`config.mk`:
```
export PLATFORM = sky130hd
export DESIGN_NAME = arl_result_limit
export DESIGN_NICKNAME = d
export VERILOG_FILES = /design/src/hdl/arl_result_limit.v /design/src/hdl/arl_limit_cmp.v /design/src/hdl/arl_alu.v
export VERILOG_INCLUDE_DIRS = /design/src /design/src/hdl
export SDC_FILE = /design/constraint.sdc
export NUM_CORES = 1
export LEC_CHECK = 0
export BUFFER_PORTS_ARGS = -buffer_cell sky130_fd_sc_hd__buf_2
export CORE_UTILIZATION = 30
export CTS_BUF_LIST = sky130_fd_sc_hd__clkbuf_4 sky130_fd_sc_hd__clkbuf_8
export CTS_CLUSTER_SIZE = 24
export DETAILED_ROUTE_END_ITERATION = 8
export GPL_ROUTABILITY_DRIVEN = 0
export PLACE_DENSITY_LB_ADDON = 0.15
export REMOVE_ABC_BUFFERS = 1
export SETUP_SLACK_MARGIN = 0.4
export SLEW_MARGIN = 20
export SYNTH_ARGS = -nofsm -noshare
export SYNTH_HDL_FRONTEND = slang
export SYNTH_HIERARCHICAL = 1
export SYNTH_SLANG_ARGS = --single-unit
```
`constraint.sdc`:
```
create_clock -name ref_clk_i -period 5.4 [get_ports ref_clk_i]
set_input_delay 0.27 -clock ref_clk_i [delete_from_list [all_inputs] [get_ports ref_clk_i]]
set_output_delay 0.27 -clock ref_clk_i [all_outputs]
set_load 0.02 [all_outputs]
```
`src/hdl/arl_consts.vh`:
```
`ifndef ARL_CONSTS_VH
`define ARL_CONSTS_VH
// ---------------------------------------------
// Register offsets
// ---------------------------------------------
`define ARL_HILIM_UP_ADDR 8'h63
`define ARL_HILIM_LO_ADDR 8'h64
`define ARL_LOLIM_UP_ADDR 8'h65
`define ARL_LOLIM_LO_ADDR 8'h66
`define ARL_SUM_UP_ADDR 8'h94
`define ARL_SUM_LO_ADDR 8'h95
`define ARL_PEAK_UP_ADDR 8'h96
`define ARL_PEAK_LO_ADDR 8'h97
`define ARL_TROUGH_UP_ADDR 8'h98
`define ARL_TROUGH_LO_ADDR 8'h99
`define ARL_STATUS_ADDR 8'h9A
// ---------------------------------------------
// Field positions and values
// ---------------------------------------------
`define ARL_ST_DONE_BIT 7
`define ARL_ST_ERR_BIT 6
`define ARL_ST_HI_BIT 5
`define ARL_ST_LO_BIT 4
`define ARL_ST_PINB_BIT 1
`define ARL_ST_PINA_BIT 0
`define ARL_LIMIT_RST 12'h000
`define ARL_HILIMIT_RST 12'hFFF
`define ARL_SAMPLE_FULL 10'h3FF
`define ARL_MODE_SINGLE 2'h0
`define ARL_MODE_16 2'h1
`define ARL_MODE_32 2'h2
`define ARL_MODE_64 2'h3
`define ARL_SHIFT_16 3'h2
`define ARL_SHIFT_32 3'h3
`define ARL_SHIFT_64 3'h4
`define ARL_COUNT_1 7'h01
`define ARL_COUNT_16 7'h10
`define ARL_COUNT_32 7'h20
`define ARL_COUNT_64 7'h40
`endif

```
`src/hdl/arl_result_limit.v`:
```
`timescale 1ns/1ps
`include "arl_consts.vh"
// How it works
// - Each cycle accumulates a sum and tracks minimum and maximum samples.
// - Sum is 16 bits, read as upper and lower byte registers.
// - Min and max are 10 bits, split into 2 upper and 8 lower.
// - Sample code is input over full scale times 1023.
// - In repeating limit mode, stored maximum above high limit flags a high fault and interrupts.
// - In repeating limit mode, stored minimum below low limit flags a low fault and interrupts.
// - Low limit zero and high limit all ones never fault.
// - Count field 00 with repeat compares each single sample to limits.
// - Repeating limit mode restarts until a fault or enable cleared.
// - Count field 01-11 with repeat forms a 12-bit average per cycle.
// - Average is sum shifted right 2, 3 or 4 for 16, 32, 64.
// - In averaging mode the average, not samples, meets the limits.
// - Status is read-only; reading it clears the summary interrupt flag.
// - Status bits: 7 done, 6 error, 5 high, 4 low, 1-0 pins.
module arl_result_limit (
   input wire ref_clk_i,
   input wire rst_i,
   input wire reg_wr_i,
   input wire reg_rd_i,
   input wire [7:0] reg_addr_i,
   input wire [7:0] reg_wdata_i,
   output reg [7:0] reg_rdata_o,
   input wire converter_enable_i,
   input wire repeat_i,
   input wire [1:0] sample_count_i,
   input wire cycle_start_i,
   input wire sample_valid_i,
   input wire [9:0] sample_i,
   input wire converter_error_i,
   input wire trigger_pin_a_i,
   input wire trigger_pin_b_i,
   output wire converter_summary_irq_o,
   output wire restart_o,
   output wire busy_o
);
   // ---------------------------------------------
   // Pin synchronisers
   // ---------------------------------------------
   reg [1:0] pin_meta_reg;
   reg [1:0] pin_sync_reg;
   always @(posedge ref_clk_i) begin
      if (rst_i) begin
         pin_meta_reg <= 2'h0;
         pin_sync_reg <= 2'h0;
      end else begin
         pin_meta_reg <= {trigger_pin_b_i, trigger_pin_a_i};
         pin_sync_reg <= pin_meta_reg;
      end
   end

   // ---------------------------------------------
   // Cycle sequencer
   // ---------------------------------------------
   localparam ST_IDLE = 3'h1;
   localparam ST_RUN = 3'h2;
   localparam ST_EVAL = 3'h4;
   reg [2:0] state_reg;
   reg [2:0] state_next;
   reg [6:0] cnt_reg;
   reg [6:0] target;
   reg [1:0] mode_reg;
   wire start = (state_reg == ST_IDLE) & converter_enable_i & cycle_start_i;
   wire last_sample;
   wire any_fault;
   wire single_mode = (mode_reg == `ARL_MODE_SINGLE);

   // ---------------------------------------------
   // Mode latch
   // ---------------------------------------------
   // Held for the whole cycle so a mid-cycle change cannot move the end point
   always @(posedge ref_clk_i) begin
      if (rst_i) begin
         mode_reg <= `ARL_MODE_SINGLE;
      end else if (start) begin
         mode_reg <= sample_count_i;
      end
   end

   always @* begin
      case (mode_reg)
         `ARL_MODE_16: target = `ARL_COUNT_16;
         `ARL_MODE_32: target = `ARL_COUNT_32;
         `ARL_MODE_64: target = `ARL_COUNT_64;
         default: target = `ARL_COUNT_1;
      endcase
   end

   assign last_sample = sample_valid_i & (cnt_reg + 7'h01 == target);

   always @* begin
      case (state_reg)
         ST_IDLE: state_next = start ? ST_RUN : ST_IDLE;
         ST_RUN: begin
            if (!converter_enable_i) begin
               state_next = ST_IDLE;
            end else if (last_sample) begin
               state_next = ST_EVAL;
            end else begin
               state_next = ST_RUN;
            end
         end
         ST_EVAL: state_next = ST_IDLE;
         default: state_next = ST_IDLE;
      endcase
   end

   always @(posedge ref_clk_i) begin
      if (rst_i) begin
         state_reg <= ST_IDLE;
         cnt_reg <= 7'h00;
      end else begin
         state_reg <= state_next;
         if (start) begin
            cnt_reg <= 7'h00;
         end else if (state_reg == ST_RUN && sample_valid_i) begin
            cnt_reg <= cnt_reg + 7'h01;
         end
      end
   end

   assign busy_o = (state_reg != ST_IDLE);
   // Repeat until a fault or enable dropped
   assign restart_o = (state_reg == ST_EVAL) & repeat_i & converter_enable_i & ~any_fault;

   // ---------------------------------------------
   // Arithmetic unit
   // ---------------------------------------------
   wire [15:0] sum_acc;
   wire [9:0] min_val;
   wire [9:0] max_val;
   arl_alu #(
      .SW(10),
      .AW(16)
   ) u_alu (
      .ref_clk_i(ref_clk_i),
      .rst_i(rst_i),
      .start_i(start),
      .sample_valid_i(sample_valid_i & (state_reg == ST_RUN)),
      .sample_i(sample_i),
      .sum_o(sum_acc),
      .min_o(min_val),
      .max_o(max_val)
   );

   // ---------------------------------------------
   // Limit registers
   // ---------------------------------------------
   reg [11:0] upper_threshold_reg;
   reg [11:0] lower_threshold_reg;
   // ---------------------------------------------
   // Write decode
   // ---------------------------------------------
   // Only the four limit bytes are writable; everything else ignores writes
   wire wr_hi_up = reg_wr_i & (reg_addr_i == `ARL_HILIM_UP_ADDR);
   wire wr_hi_lo = reg_wr_i & (reg_addr_i == `ARL_HILIM_LO_ADDR);
   wire wr_lo_up = reg_wr_i & (reg_addr_i == `ARL_LOLIM_UP_ADDR);
   wire wr_lo_lo = reg_wr_i & (reg_addr_i == `ARL_LOLIM_LO_ADDR);

   always @(posedge ref_clk_i) begin
      if (rst_i) begin
         upper_threshold_reg <= `ARL_HILIMIT_RST;
      end else begin
         if (wr_hi_up) begin
            upper_threshold_reg[11:8] <= reg_wdata_i[3:0];
         end
         if (wr_hi_lo) begin
            upper_threshold_reg[7:0] <= reg_wdata_i;
         end
      end
   end

   always @(posedge ref_clk_i) begin
      if (rst_i) begin
         lower_threshold_reg <= `ARL_LIMIT_RST;
      end else begin
         if (wr_lo_up) begin
            lower_threshold_reg[11:8] <= reg_wdata_i[3:0];
         end
         if (wr_lo_lo) begin
            lower_threshold_reg[7:0] <= reg_wdata_i;
         end
      end
   end

   // ---------------------------------------------
   // Average and compare
   // ---------------------------------------------
   reg [2:0] shift;
   always @* begin
      case (mode_reg)
         `ARL_MODE_16: shift = `ARL_SHIFT_16;
         `ARL_MODE_32: shift = `ARL_SHIFT_32;
         default: shift = `ARL_SHIFT_64;
      endcase
   end
   wire [15:0] shifted = sum_acc >> shift;
   wire [11:0] average = shifted[11:0];
   // Single mode compares the 10-bit sample extremes directly
   wire [11:0] hi_value = single_mode ? {2'h0, max_val} : average;
   wire [11:0] lo_value = single_mode ? {2'h0, min_val} : average;
   wire hi_trip;
   wire lo_trip;

   arl_limit_cmp #(.W(12)) u_hi_cmp (
      .value_i(hi_value),
      .limit_i(upper_threshold_reg),
      .check_high_i(1'b1),
      .fault_o(hi_trip)
   );
   arl_limit_cmp #(.W(12)) u_lo_cmp (
      .value_i(lo_value),
      .limit_i(lower_threshold_reg),
      .check_high_i(1'b0),
      .fault_o(lo_trip)
   );
   // Only meaningful in repeating limit mode
   wire check = (state_reg == ST_EVAL) & repeat_i;
   assign any_fault = check & (hi_trip | lo_trip);

   // ---------------------------------------------
   // Status and summary interrupt
   // ---------------------------------------------
   reg done_reg;
   reg err_reg;
   reg hi_flt_reg;
   reg lo_flt_reg;
   reg [1:0] pin_cap_reg;
   reg irq_reg;
   wire status_rd = reg_rd_i & (reg_addr_i == `ARL_STATUS_ADDR);
   wire eoc = (state_reg == ST_EVAL);
   wire irq_set = eoc | converter_error_i;

   // ---------------------------------------------
   // Done, error and pin capture
   // ---------------------------------------------
   always @(posedge ref_clk_i) begin
      if (rst_i) begin
         done_reg <= 1'b0;
         pin_cap_reg <= 2'h0;
      end else if (start) begin
         done_reg <= 1'b0;
      end else if (eoc) begin
         done_reg <= 1'b1;
         pin_cap_reg <= pin_sync_reg;
      end
   end

   // Error set wins over the clear of a new start
   always @(posedge ref_clk_i) begin
      if (rst_i) begin
         err_reg <= 1'b0;
      end else if (converter_error_i) begin
         err_reg <= 1'b1;
      end else if (start) begin
         err_reg <= 1'b0;
      end
   end

   // ---------------------------------------------
   // Limit fault flags
   // ---------------------------------------------
   always @(posedge ref_clk_i) begin
      if (rst_i) begin
         hi_flt_reg <= 1'b0;
      end else if (check & hi_trip) begin
         hi_flt_reg <= 1'b1;
      end else if (start) begin
         hi_flt_reg <= 1'b0;
      end
   end

   always @(posedge ref_clk_i) begin
      if (rst_i) begin
         lo_flt_reg <= 1'b0;
      end else if (check & lo_trip) begin
         lo_flt_reg <= 1'b1;
      end else if (start) begin
         lo_flt_reg <= 1'b0;
      end
   end

   // ---------------------------------------------
   // Summary interrupt
   // ---------------------------------------------
   // Set wins over the read clear
   always @(posedge ref_clk_i) begin
      if (rst_i) begin
         irq_reg <= 1'b0;
      end else if (irq_set) begin
         irq_reg <= 1'b1;
      end else if (status_rd) begin
         irq_reg <= 1'b0;
      end
   end
   assign converter_summary_irq_o = irq_reg;

   // ---------------------------------------------
   // Read path
   // ---------------------------------------------
   reg [7:0] status_word;
   always @* begin
      status_word = 8'h00;
      status_word[`ARL_ST_DONE_BIT] = done_reg;
      status_word[`ARL_ST_ERR_BIT] = err_reg;
      status_word[`ARL_ST_HI_BIT] = hi_flt_reg;
      status_word[`ARL_ST_LO_BIT] = lo_flt_reg;
      status_word[`ARL_ST_PINB_BIT] = pin_cap_reg[1];
      status_word[`ARL_ST_PINA_BIT] = pin_cap_reg[0];
   end

   // ---------------------------------------------
   // Register read mux
   // ---------------------------------------------
   // Unmapped addresses read as zero
   reg [7:0] read_mux;
   always @* begin
      read_mux = 8'h00;
      case (reg_addr_i)
         `ARL_HILIM_UP_ADDR: read_mux = {4'h0, upper_threshold_reg[11:8]};
         `ARL_HILIM_LO_ADDR: read_mux = upper_threshold_reg[7:0];
         `ARL_LOLIM_UP_ADDR: read_mux = {4'h0, lower_threshold_reg[11:8]};
         `ARL_LOLIM_LO_ADDR: read_mux = lower_threshold_reg[7:0];
         `ARL_SUM_UP_ADDR: read_mux = sum_acc[15:8];
         `ARL_SUM_LO_ADDR: read_mux = sum_acc[7:0];
         `ARL_PEAK_UP_ADDR: read_mux = {6'h00, max_val[9:8]};
         `ARL_PEAK_LO_ADDR: read_mux = max_val[7:0];
         `ARL_TROUGH_UP_ADDR: read_mux = {6'h00, min_val[9:8]};
         `ARL_TROUGH_LO_ADDR: read_mux = min_val[7:0];
         `ARL_STATUS_ADDR: read_mux = status_word;
         default: read_mux = 8'h00;
      endcase
   end

   always @(posedge ref_clk_i) begin
      if (rst_i) begin
         reg_rdata_o <= 8'h00;
      end else if (reg_rd_i) begin
         reg_rdata_o <= read_mux;
      end
   end
endmodule

```
`src/hdl/arl_limit_cmp.v`:
```
`timescale 1ns/1ps
// ---------------------------------------------
// One 12-bit limit comparator
// ---------------------------------------------
module arl_limit_cmp #(
   parameter W = 12
) (
   input wire [W-1:0] value_i,
   input wire [W-1:0] limit_i,
   input wire check_high_i,
   output wire fault_o
);
   // Strict compare: all-ones high and zero low never trip
   assign fault_o = check_high_i ? (value_i > limit_i) : (value_i < limit_i);
endmodule

```
`src/hdl/arl_alu.v`:
```
`timescale 1ns/1ps
`include "arl_consts.vh"
// ---------------------------------------------
// Sum, min and max over one conversion cycle
// ---------------------------------------------
module arl_alu #(
   parameter SW = 10,
   parameter AW = 16
) (
   input wire ref_clk_i,
   input wire rst_i,
   input wire start_i,
   input wire sample_valid_i,
   input wire [SW-1:0] sample_i,
   output wire [AW-1:0] sum_o,
   output wire [SW-1:0] min_o,
   output wire [SW-1:0] max_o
);
   reg [AW-1:0] sum_reg;
   reg [SW-1:0] min_reg;
   reg [SW-1:0] max_reg;
   assign sum_o = sum_reg;
   assign min_o = min_reg;
   assign max_o = max_reg;
   always @(posedge ref_clk_i) begin
      if (rst_i) begin
         sum_reg <= {AW{1'b0}};
         min_reg <= {SW{1'b1}};
         max_reg <= {SW{1'b0}};
      end else if (start_i) begin
         sum_reg <= {AW{1'b0}};
         min_reg <= {SW{1'b1}};
         max_reg <= {SW{1'b0}};
      end else if (sample_valid_i) begin
         sum_reg <= sum_reg + {{(AW-SW){1'b0}}, sample_i};
         if (sample_i < min_reg) begin
            min_reg <= sample_i;
         end
         if (sample_i > max_reg) begin
            max_reg <= sample_i;
         end
      end
   end
endmodule

```
# After elaboration in Yosys (flattened, before gate mapping)
# Cells that the tools add are included.
# classes
n_mux	15
order_cmp	4
shift	1
n_eq_ne	19
bitwise_logic	19
multipliers	0
n_reduce_logical	10
addsub	2
div	0
# op_table
operator	n
8-bit case mux with 11 select lines	1
8-bit equality test, second input constant	7
8-bit by 7-bit equality test with 1-bit output, second input constant	4
12-bit 2-to-1 mux	2
7-bit case mux with 3 select lines	1
16-bit by 10-bit adder with 16-bit output	1
16-bit by 3-bit >> shifter with 12-bit output	1
1-bit bitwise AND	15
12-bit > comparator	1
12-bit < comparator	1
3-bit case mux with 2 select lines	2
10-bit > comparator	1
10-bit < comparator	1
2-bit nonzero test	4
7-bit by 1-bit adder with 7-bit output, second input constant	1
7-bit equality test	1
1-bit 2-to-1 mux	6
3-bit 2-to-1 mux	2
2-bit AND reduction	3
2-bit equality test, second input constant	2
3-bit by 1-bit equality test with 1-bit output, second input constant	1
3-bit by 2-bit equality test with 1-bit output, second input constant	1
3-bit equality test, second input constant	1
3-bit by 1-bit != test with 1-bit output, second input constant	1
other kinds (7)	9
# word_totals
mem_bits_ro	0
mem_bits_rw	0
word_cells	89
register_bits	91
n_memories	0
latchBits	0
output_inout_bits	11
in_bits	39

# Logic depth before layout (Yosys ltp)
# Gate-level depths: netlist of run 1.
# depth
ltp_word	9
depth_mapped	15

# By module
# The synthesis of run 1 kept the hierarchy.
# by_module_without_submodules
module	cells_each	instances	area_per_inst_um2	seq_area_each_um2
arl_result_limit	413	1	3504.6	1101.1
arl_alu	298	1	2513.7	720.7
arl_limit_cmp	41	2	321.6	0.0

# Least setup slack after synthesis of run 1
# No wires, ideal clock.
# synth_path
kind	reg2out
startpoint	register mode_reg[0]
endpoint	output port restart_o
t_arrival_ps	3166
n_path_buf	1
path_stages_with_launch	15
slack_ps	1964
t_required_ps	5130
path_cell_list	dfxtp_1 inv_1 ha_1 clkbuf_1 mux4_2 nand2b_1 nand2_1 ha_1 nor2b_4 o211ai_2 a211oi_1 a2111oi_2 mux2i_1 nor2_1 and4_1
# synth_between
elab_chain_len	9
word_cells_on_any_way	13
cone_classes	order compare (2); eq/ne (2); shift (1); mux (3); bitwise (4); reduce/logical (1)
# synth_rtl
item	line_no	text
start, declared	arl_result_limit.v:64	reg [1:0] mode_reg;
start signal, assigned	arl_result_limit.v:76	mode_reg <= `ARL_MODE_SINGLE;
start signal, assigned	arl_result_limit.v:78	mode_reg <= sample_count_i;
2-bit equality test or 2-bit by 1-bit equality test with 1-bit output (tied branches)	arl_result_limit.v:193	case (mode_reg)
3-bit case mux with 2 select lines	arl_result_limit.v:193	
16-bit by 3-bit >> shifter with 12-bit output	arl_result_limit.v:199	wire [15:0] shifted = sum_acc >> shift;
12-bit 2-to-1 mux *	arl_result_limit.v:203	wire [11:0] lo_value = single_mode ? {2'h0, min_val} : average;
net lo_value[1]	arl_result_limit.v:203	
12-bit < comparator *	arl_limit_cmp.v:14	assign fault_o = check_high_i ? (value_i > limit_i) : (value_i < limit_i);
net lo_trip	arl_result_limit.v:205	wire lo_trip;
1-bit OR *	arl_result_limit.v:221	assign any_fault = check & (hi_trip | lo_trip);
1-bit bitwise AND *	arl_result_limit.v:221	
1-bit inverter *	arl_result_limit.v:126	assign restart_o = (state_reg == ST_EVAL) & repeat_i & converter_enable_i & ~any_fault;
1-bit bitwise AND *	arl_result_limit.v:126	
end, declared	arl_result_limit.v:36	output wire restart_o,
# The timed path passes the listed nets; every way through them passes the cells marked *.

# Final worst setup path of run 1
# Same ends and word-level chain as after synthesis.

==> metrics.md, run 1 <==
| Metric | Value |
|---|---|
| Max reg flops | `16` |
| RSZ-0062 raised after global routing | `false` |
| HP Class | `in2reg` |
| Worst skew pair latency | `390 ps` |
| Clk buf depth | `2` |
| Final HPWL DP | `15,910 um` |
| Drt drc | `1` |
| Initial Util | `30.52%` |
| Max layer used | `met4` |
| Setup TNS | `0 ps` |
| Hold-fix buffers, CTS | `0` |
| Peak VDD IR | `136.8 uV` |
| Register area | `1822 um^2` |
| DR iter-0 viols | `449` |
| Site Rows | `54` |
| Ys Warns | `6` |
| Top Ports | `50` |
| Worst Path Max Fanout | `14` |
| GR Overflow Total | `0` |
| Synthesized area | `6661 um^2` |
| Fmax | `227.9 MHz` |
| Yosys cell types | `79` |
| Highest-delay cell along the critical path | `ha_1` |
| M1 WL | `10,240 um` |
| First-pass GRT wire length | `32,530 um` |
| Max Cap Viol | `0` |
| Status | `finished with violations` |
| Setup Crit Path Kind | `reg2out` |
| Headroom to the max-slew limit | `34.48%` |
| Critical path data arrival time | `4120 ps` |
| Num CTS Buffers | `9` |
| Average wire per standard cell | `19.07 um` |
| Failing checks | `design-rule violations` |
| GRT Total Usage | `19.15%` |
| Largest net degree at the start of global routing | `43` |
| # setup viols final | `0` |
| Synth Flop Type | `dfxtp_1` |
| DR WL met3 | `872 um` |
| Core area | `21,820 um^2` |
| Fill count | `2,370` |
| Most frequent CP cell | `ha_1` |
| Nets | `917` |
| Vias per cell | `5.409` |
| Crit share post-route | `81.24%` |
| Initial antenna violation count | `0` |
| # diodes | `0` |
| Critical Path Max Stage Delay | `680 ps` |
| Detailed-router iteration count before antenna repair | `9` |
| Post-CTS resize count | `0` |
| Fraction of layout cells with a size suffix above 1 | `13.83%` |
| CP endpoint kind | `primary output` |
| Area grow syn2layout | `10.86%` |
| Post-route ant nets | `0` |
| Critical path data required time | `5130 ps` |
| Total wire length | `21,060 um` |
| Sequential share of the synthesized area | `27.35%` |
| Clock Tree Root | `clkbuf_8` |
| Post-synth EDFFs | `0` |
| Final Max Slew Viols | `0` |
| Leak Pwr | `0.003109 uW` |
| TritonCTS Sinks | `91` |
| H-tree Lvls | `3` |
| Footprint of the multi-input gates | `4492 um^2` |
| Met2 WL | `9436 um` |
| Cells after synthesis | `793` |
| Cell Chain, Critical Path | `inv_1 > ha_1 > mux4_2 > nand2b_1 > nand2_1 > ha_1 > nor2b_4 > o211ai_2 > a211oi_1 > a2111oi_2 > mux2i_1 > nor2_1 > and4_1 > buf_2` |
| Port bufs | `49` |
| Setup bufs post-CTS | `0` |
| Die X | `151.0 um` |
| Slew @ Worst Pin | `981.7 ps` |
| Clock slew at reported path FFs | `90 ps` |
| Vias in the first global route | `5,562` |
| CTS tree | `yes` |
| Die area | `22,800 um^2` |
| Startpoint type of the worst setup path | `flip-flop` |
| Final Hold Viols | `0` |
| Pwr Density | `197.5 nW/um^2` |
| Hold WS | `92.85 ps` |
| Syn avg cell area | `8.400 um^2` |
| DIE HEIGHT | `151.0 um` |
| Async SR Flop Fraction | `0%` |
| Final clock skew | `11.36 ps` |
| FF+latch count, synth | `91` |
| Tmin final | `4387 ps` |
| Total number of vias | `5,972` |
-- synthesized netlist by cell type, drive strengths merged (11+ instances only) --
cell	n	area, um^2
dfxtp	91	1822
inv	52	195.2
nand2	92	352.8
a211o	11	96.34
mux2i	31	310.3
clkbuf	19	71.32
buf	21	106.4
nand3	44	220.2
nand2b	20	125.1
nand4	17	106.4
nor2b	23	158.9
o21ai	27	138.9
mux4	12	270.3
ha	58	725.7
a21oi	43	219.0
o211ai	27	226.5
nor2	50	195.2
-- metrics by stage --
stage / instance area (um^2) / util (%) / cells / setup WS [ps] / total power, uW
final: 7385 / 33.84 / 1104 / 1013 / 1458
after global placement: 7134 / 32.69 / 1088 / 1491 / 878.1
after CTS: 7385 / 33.84 / 1104 / 944.1 / 1478
after floorplan: 6491 / - / 755 / 1286 / 799.6
after global routing: 7385 / 33.84 / 1104 / 707.5 / 1519
after detailed placement: 7134 / 32.69 / 1088 / 1385 / 876.8
-- critical path: cells and delay by family (launching register included) --
family                     cells  cell delay (ps)
adders and majority gates      2              980
muxes                          2              940
AOI/OAI and AO/OA              3              600
and+or+nand+nor                5              590
DFF                            1              350
buffers and inverters          2              250
-- cells by family (layout without fill, tap and decap cells) --
| family | Yosys count | in the layout | synth area share (%) |
|---|---|---|---|
| AND/OR/NAND/NOR | 307 | 307 | 24.42 |
| AO/OA/AOI/OAI | 181 | 181 | 20.21 |
| buffers and inverters | 92 | 121 | 5.597 |
| flip-flops | 91 | 91 | 27.35 |
| adder cells (fa/ha/maj) | 59 | 59 | 11.19 |
| multiplexers | 44 | 44 | 8.884 |
| XOR/XNOR | 17 | 17 | 2.235 |
| other | 2 | 4 | 0.1127 |
-- layout make-up --
class,count,share of cell area (%)
multi-input combinational,612,60.83
sequential,91,24.67
tap,280,4.744
timing repair buffer,53,3.728
inverter,52,2.643
clock buffer,12,2.067
clock inverter,4,1.322
-- worst paths after layout --
path                               from                         end  slack (ps)  depth (start not counted)
max            mode_reg[0]$_SDFFE_PP0P_                   restart_o        1010                         14
min                     trigger_pin_b_i  pin_meta_reg[1]$_SDFF_PP0_          90                          2
max reg2reg    mode_reg[0]$_SDFFE_PP0P_     hi_flt_reg$_SDFFE_PP0P_        1790                         13
min reg2reg  pin_meta_reg[1]$_SDFF_PP0_  pin_sync_reg[1]$_SDFF_PP0_         440                          1
-- layout by cell type (no fill, tap or decap), types with 12 or more instances in the layout --
master and instances:
a21oi_1 42, buf_2 49, dfxtp_1 91, ha_1 58
inv_1 52, mux2i_1 31, mux4_2 12, nand2_1 89
nand2b_1 20, nand3_1 44, nand4_1 17, nor2_1 48
nor2b_1 21, o211ai_1 24, o21ai_0 24
-- metal layers --
layer  track usage, %  vias up
li1                 -     2951
met1            26.42     2845
met2            30.05      144
met3            3.012       32
met4            6.750        0
met5                0        -
-- power breakdown --
group,switching (uW),internal (uW)
Clock,265,331
Combinational,118,64.5
Sequential,4.68,676
Total,387,1070
Power figures use the tool's default switching activity.
==> run 2: changes to the inputs <==
clock period = 4.3 ns   (was 5.4 ns; I/O delays follow)
==> metrics.md, run 2 (synthesis gave the netlist of run 1 again) <==
| Metric | Value |
|---|---|
| Status | `finished with violations` |
| Failing checks | `design-rule violations` |
| Initial Util | `30.52%` |
| GR Overflow Total | `0` |
| GR Layer Usage met2 | `31.33%` |
| Core area | `21,820 um^2` |
| Initial antenna violation count | `1` |
| H-tree Lvls | `3` |
| Fraction of layout cells with a size suffix above 1 | `15.81%` |
| Largest net degree at the start of global routing | `44` |
| Hold_sp | `trigger_pin_b_i` |
| GRT Total Usage | `19.05%` |
| R2R Setup Slk | `1090 ps` |
| Register-to-Register Path Depth | `13` |
| Worst flop-to-flop path endpoint | `lo_flt_reg$_SDFFE_PP0P_` |
| Max Cap Viol | `0` |
| Setup Crit Path Kind | `reg2out` |
| HP Class | `in2reg` |
| Peak VDD IR | `123.8 uV` |
| TritonCTS Sinks | `91` |
| Total wire length | `20,970 um` |
| Clock slew at reported path FFs | `90 ps` |
| Port bufs | `49` |
| Final clock skew | `9.589 ps` |
| DR iter-0 viols | `320` |
| Detailed-router iteration count before antenna repair | `7` |
| Crit share post-route | `86.16%` |
| Hold Crit Endpoint | `pin_meta_reg[1]$_SDFF_PP0_` |
| CP endpoint kind | `primary output` |
| CTS tree | `yes` |
| Average wire per standard cell | `18.81 um` |
| Worst skew pair latency | `380 ps` |
| Pwr Density | `218.7 nW/um^2` |
| Die area | `22,800 um^2` |
| Setup TNS | `0 ps` |
| Worst Path Max Fanout | `5` |
| Vias per cell | `5.427` |
| Routing usage on met3 | `3.705%` |
| Final Hold Viols | `0` |
| Fill count | `2,358` |
| Area grow syn2layout | `11.83%` |
| # setup viols final | `0` |
| Site Rows | `54` |
| Tmin final | `3705 ps` |
| Max reg flops | `16` |
| # diodes | `0` |
| Headroom to the max-slew limit | `37.30%` |
| Critical path data arrival time | `3490 ps` |
| Fmax | `269.9 MHz` |
| Startpoint type of the worst setup path | `flip-flop` |
| Post-route ant nets | `0` |
| Leak Pwr | `0.003128 uW` |
| Worst setup margin | `595.2 ps` |
| DIE HEIGHT | `151.0 um` |
| Critical path data required time | `4090 ps` |
| Top Ports | `50` |
| Nets | `929` |
| Total number of vias | `6,051` |
| M1 GR Usage | `25.01%` |
| Slew @ Worst Pin | `938.5 ps` |
| Final Max Slew Viols | `0` |
| RSZ-0062 raised after global routing | `false` |
| Setup WS pre-CTS | `577.8 ps` |
| Hold path depth | `2` |
| Die X | `151.0 um` |
| R2R Path Start | `mode_reg[1]$_SDFFE_PP0P_` |
| Final HPWL DP | `15,910 um` |
| Clock Tree Root | `clkbuf_8` |
| Most frequent cells in the layout | `89 x nand2_1, 89 x dfxtp_1, 56 x ha_1` |
| Num CTS Buffers | `9` |
| Clk buf depth | `2` |
| First-pass GRT wire length | `32,490 um` |
| Global route hottest layer | `met2` |
| Drt drc | `1` |
| Vias in the first global route | `5,684` |
run 2: cell count changes in the layout (fill, tap and decap cells not counted), sizes merged:
cell	delta
bufinv	-3
clkinvlp	+1
clkinv	+2
buf	+12
clkbuf	-1
run 2: area by class of cell:
| class | instances | area (um^2) | area share (%) |
|---|---|---|---|
| multi-input combinational | 612 | 4538 | 60.92 |
| sequential | 91 | 1827 | 24.52 |
| timing repair buffer | 65 | 371.6 | 4.988 |
| tap | 280 | 350.3 | 4.703 |
| inverter | 52 | 195.2 | 2.620 |
| clock buffer | 11 | 138.9 | 1.864 |
| clock inverter | 4 | 28.78 | 0.3863 |
run 2: worst max-delay path: stages (launching register included):
cell and delay [ps]:
dfxtp_4 370, inv_1 70, ha_4 310, mux4_2 510
nand2b_1 110, nand2_1 60, ha_1 300, a21o_1 180
nand3_1 100, a21oi_1 90, a2111oi_2 370, mux2i_2 160
nor2_1 120, and4_1 220, buf_6 130
run 2: worst max-delay path by stage:
stage / slack [ps] / end / from
floorplan: 190 / u_alu/min_o[0]$_SDFFE_PP1P_ / state_reg[1]$_SDFF_PP0_
global placement: 590 / restart_o / mode_reg[0]$_SDFFE_PP0P_
detailed placement: 580 / restart_o / mode_reg[0]$_SDFFE_PP0P_
CTS: 410 / restart_o / mode_reg[1]$_SDFFE_PP0P_
global route: 370 / restart_o / mode_reg[1]$_SDFFE_PP0P_
finish: 600 / restart_o / mode_reg[1]$_SDFFE_PP0P_
run 2: repair_timing:
action                                  CTS  global route
buffers inserted                          4             5
endpoints found under the setup margin    1             1
gates resized for setup                   7             6
hold buffers                              0             0
pin swaps                                 2             7
run 2: per-layer routing:
metal	routed length, um	part of all wire, %
met1	9755	47
met2	9747	46
met3	998	4.8
met4	470	2.2
met5	0	0
run 2: power breakdown:
| part | switching (uW) | internal, uW | leakage, uW | total, uW |
|---|---|---|---|---|
| Combinational | 149 | 92.8 | 0.00231 | 241 |
| Clock | 314 | 220 | 0.0000822 | 534 |
| Sequential | 5.82 | 848 | 0.000737 | 854 |
| Total | 468 | 1160 | 0.00313 | 1630 |
run 2: per-stage QoR:
step | hold slack (ps) | utilization (%) | cells | total power, uW | area (um^2)
after global routing | 44.31 | 34.14 | 1115 | 1716 | 7450
final | 61.16 | 34.14 | 1115 | 1629 | 7450
after CTS | 26.33 | 33.84 | 1110 | 1658 | 7385
after detailed placement | 428.8 | 32.79 | 1091 | 1100 | 7157
after global placement | 421.1 | 32.79 | 1091 | 1102 | 7157
after floorplan | 281.2 | - | 755 | 1004 | 6491
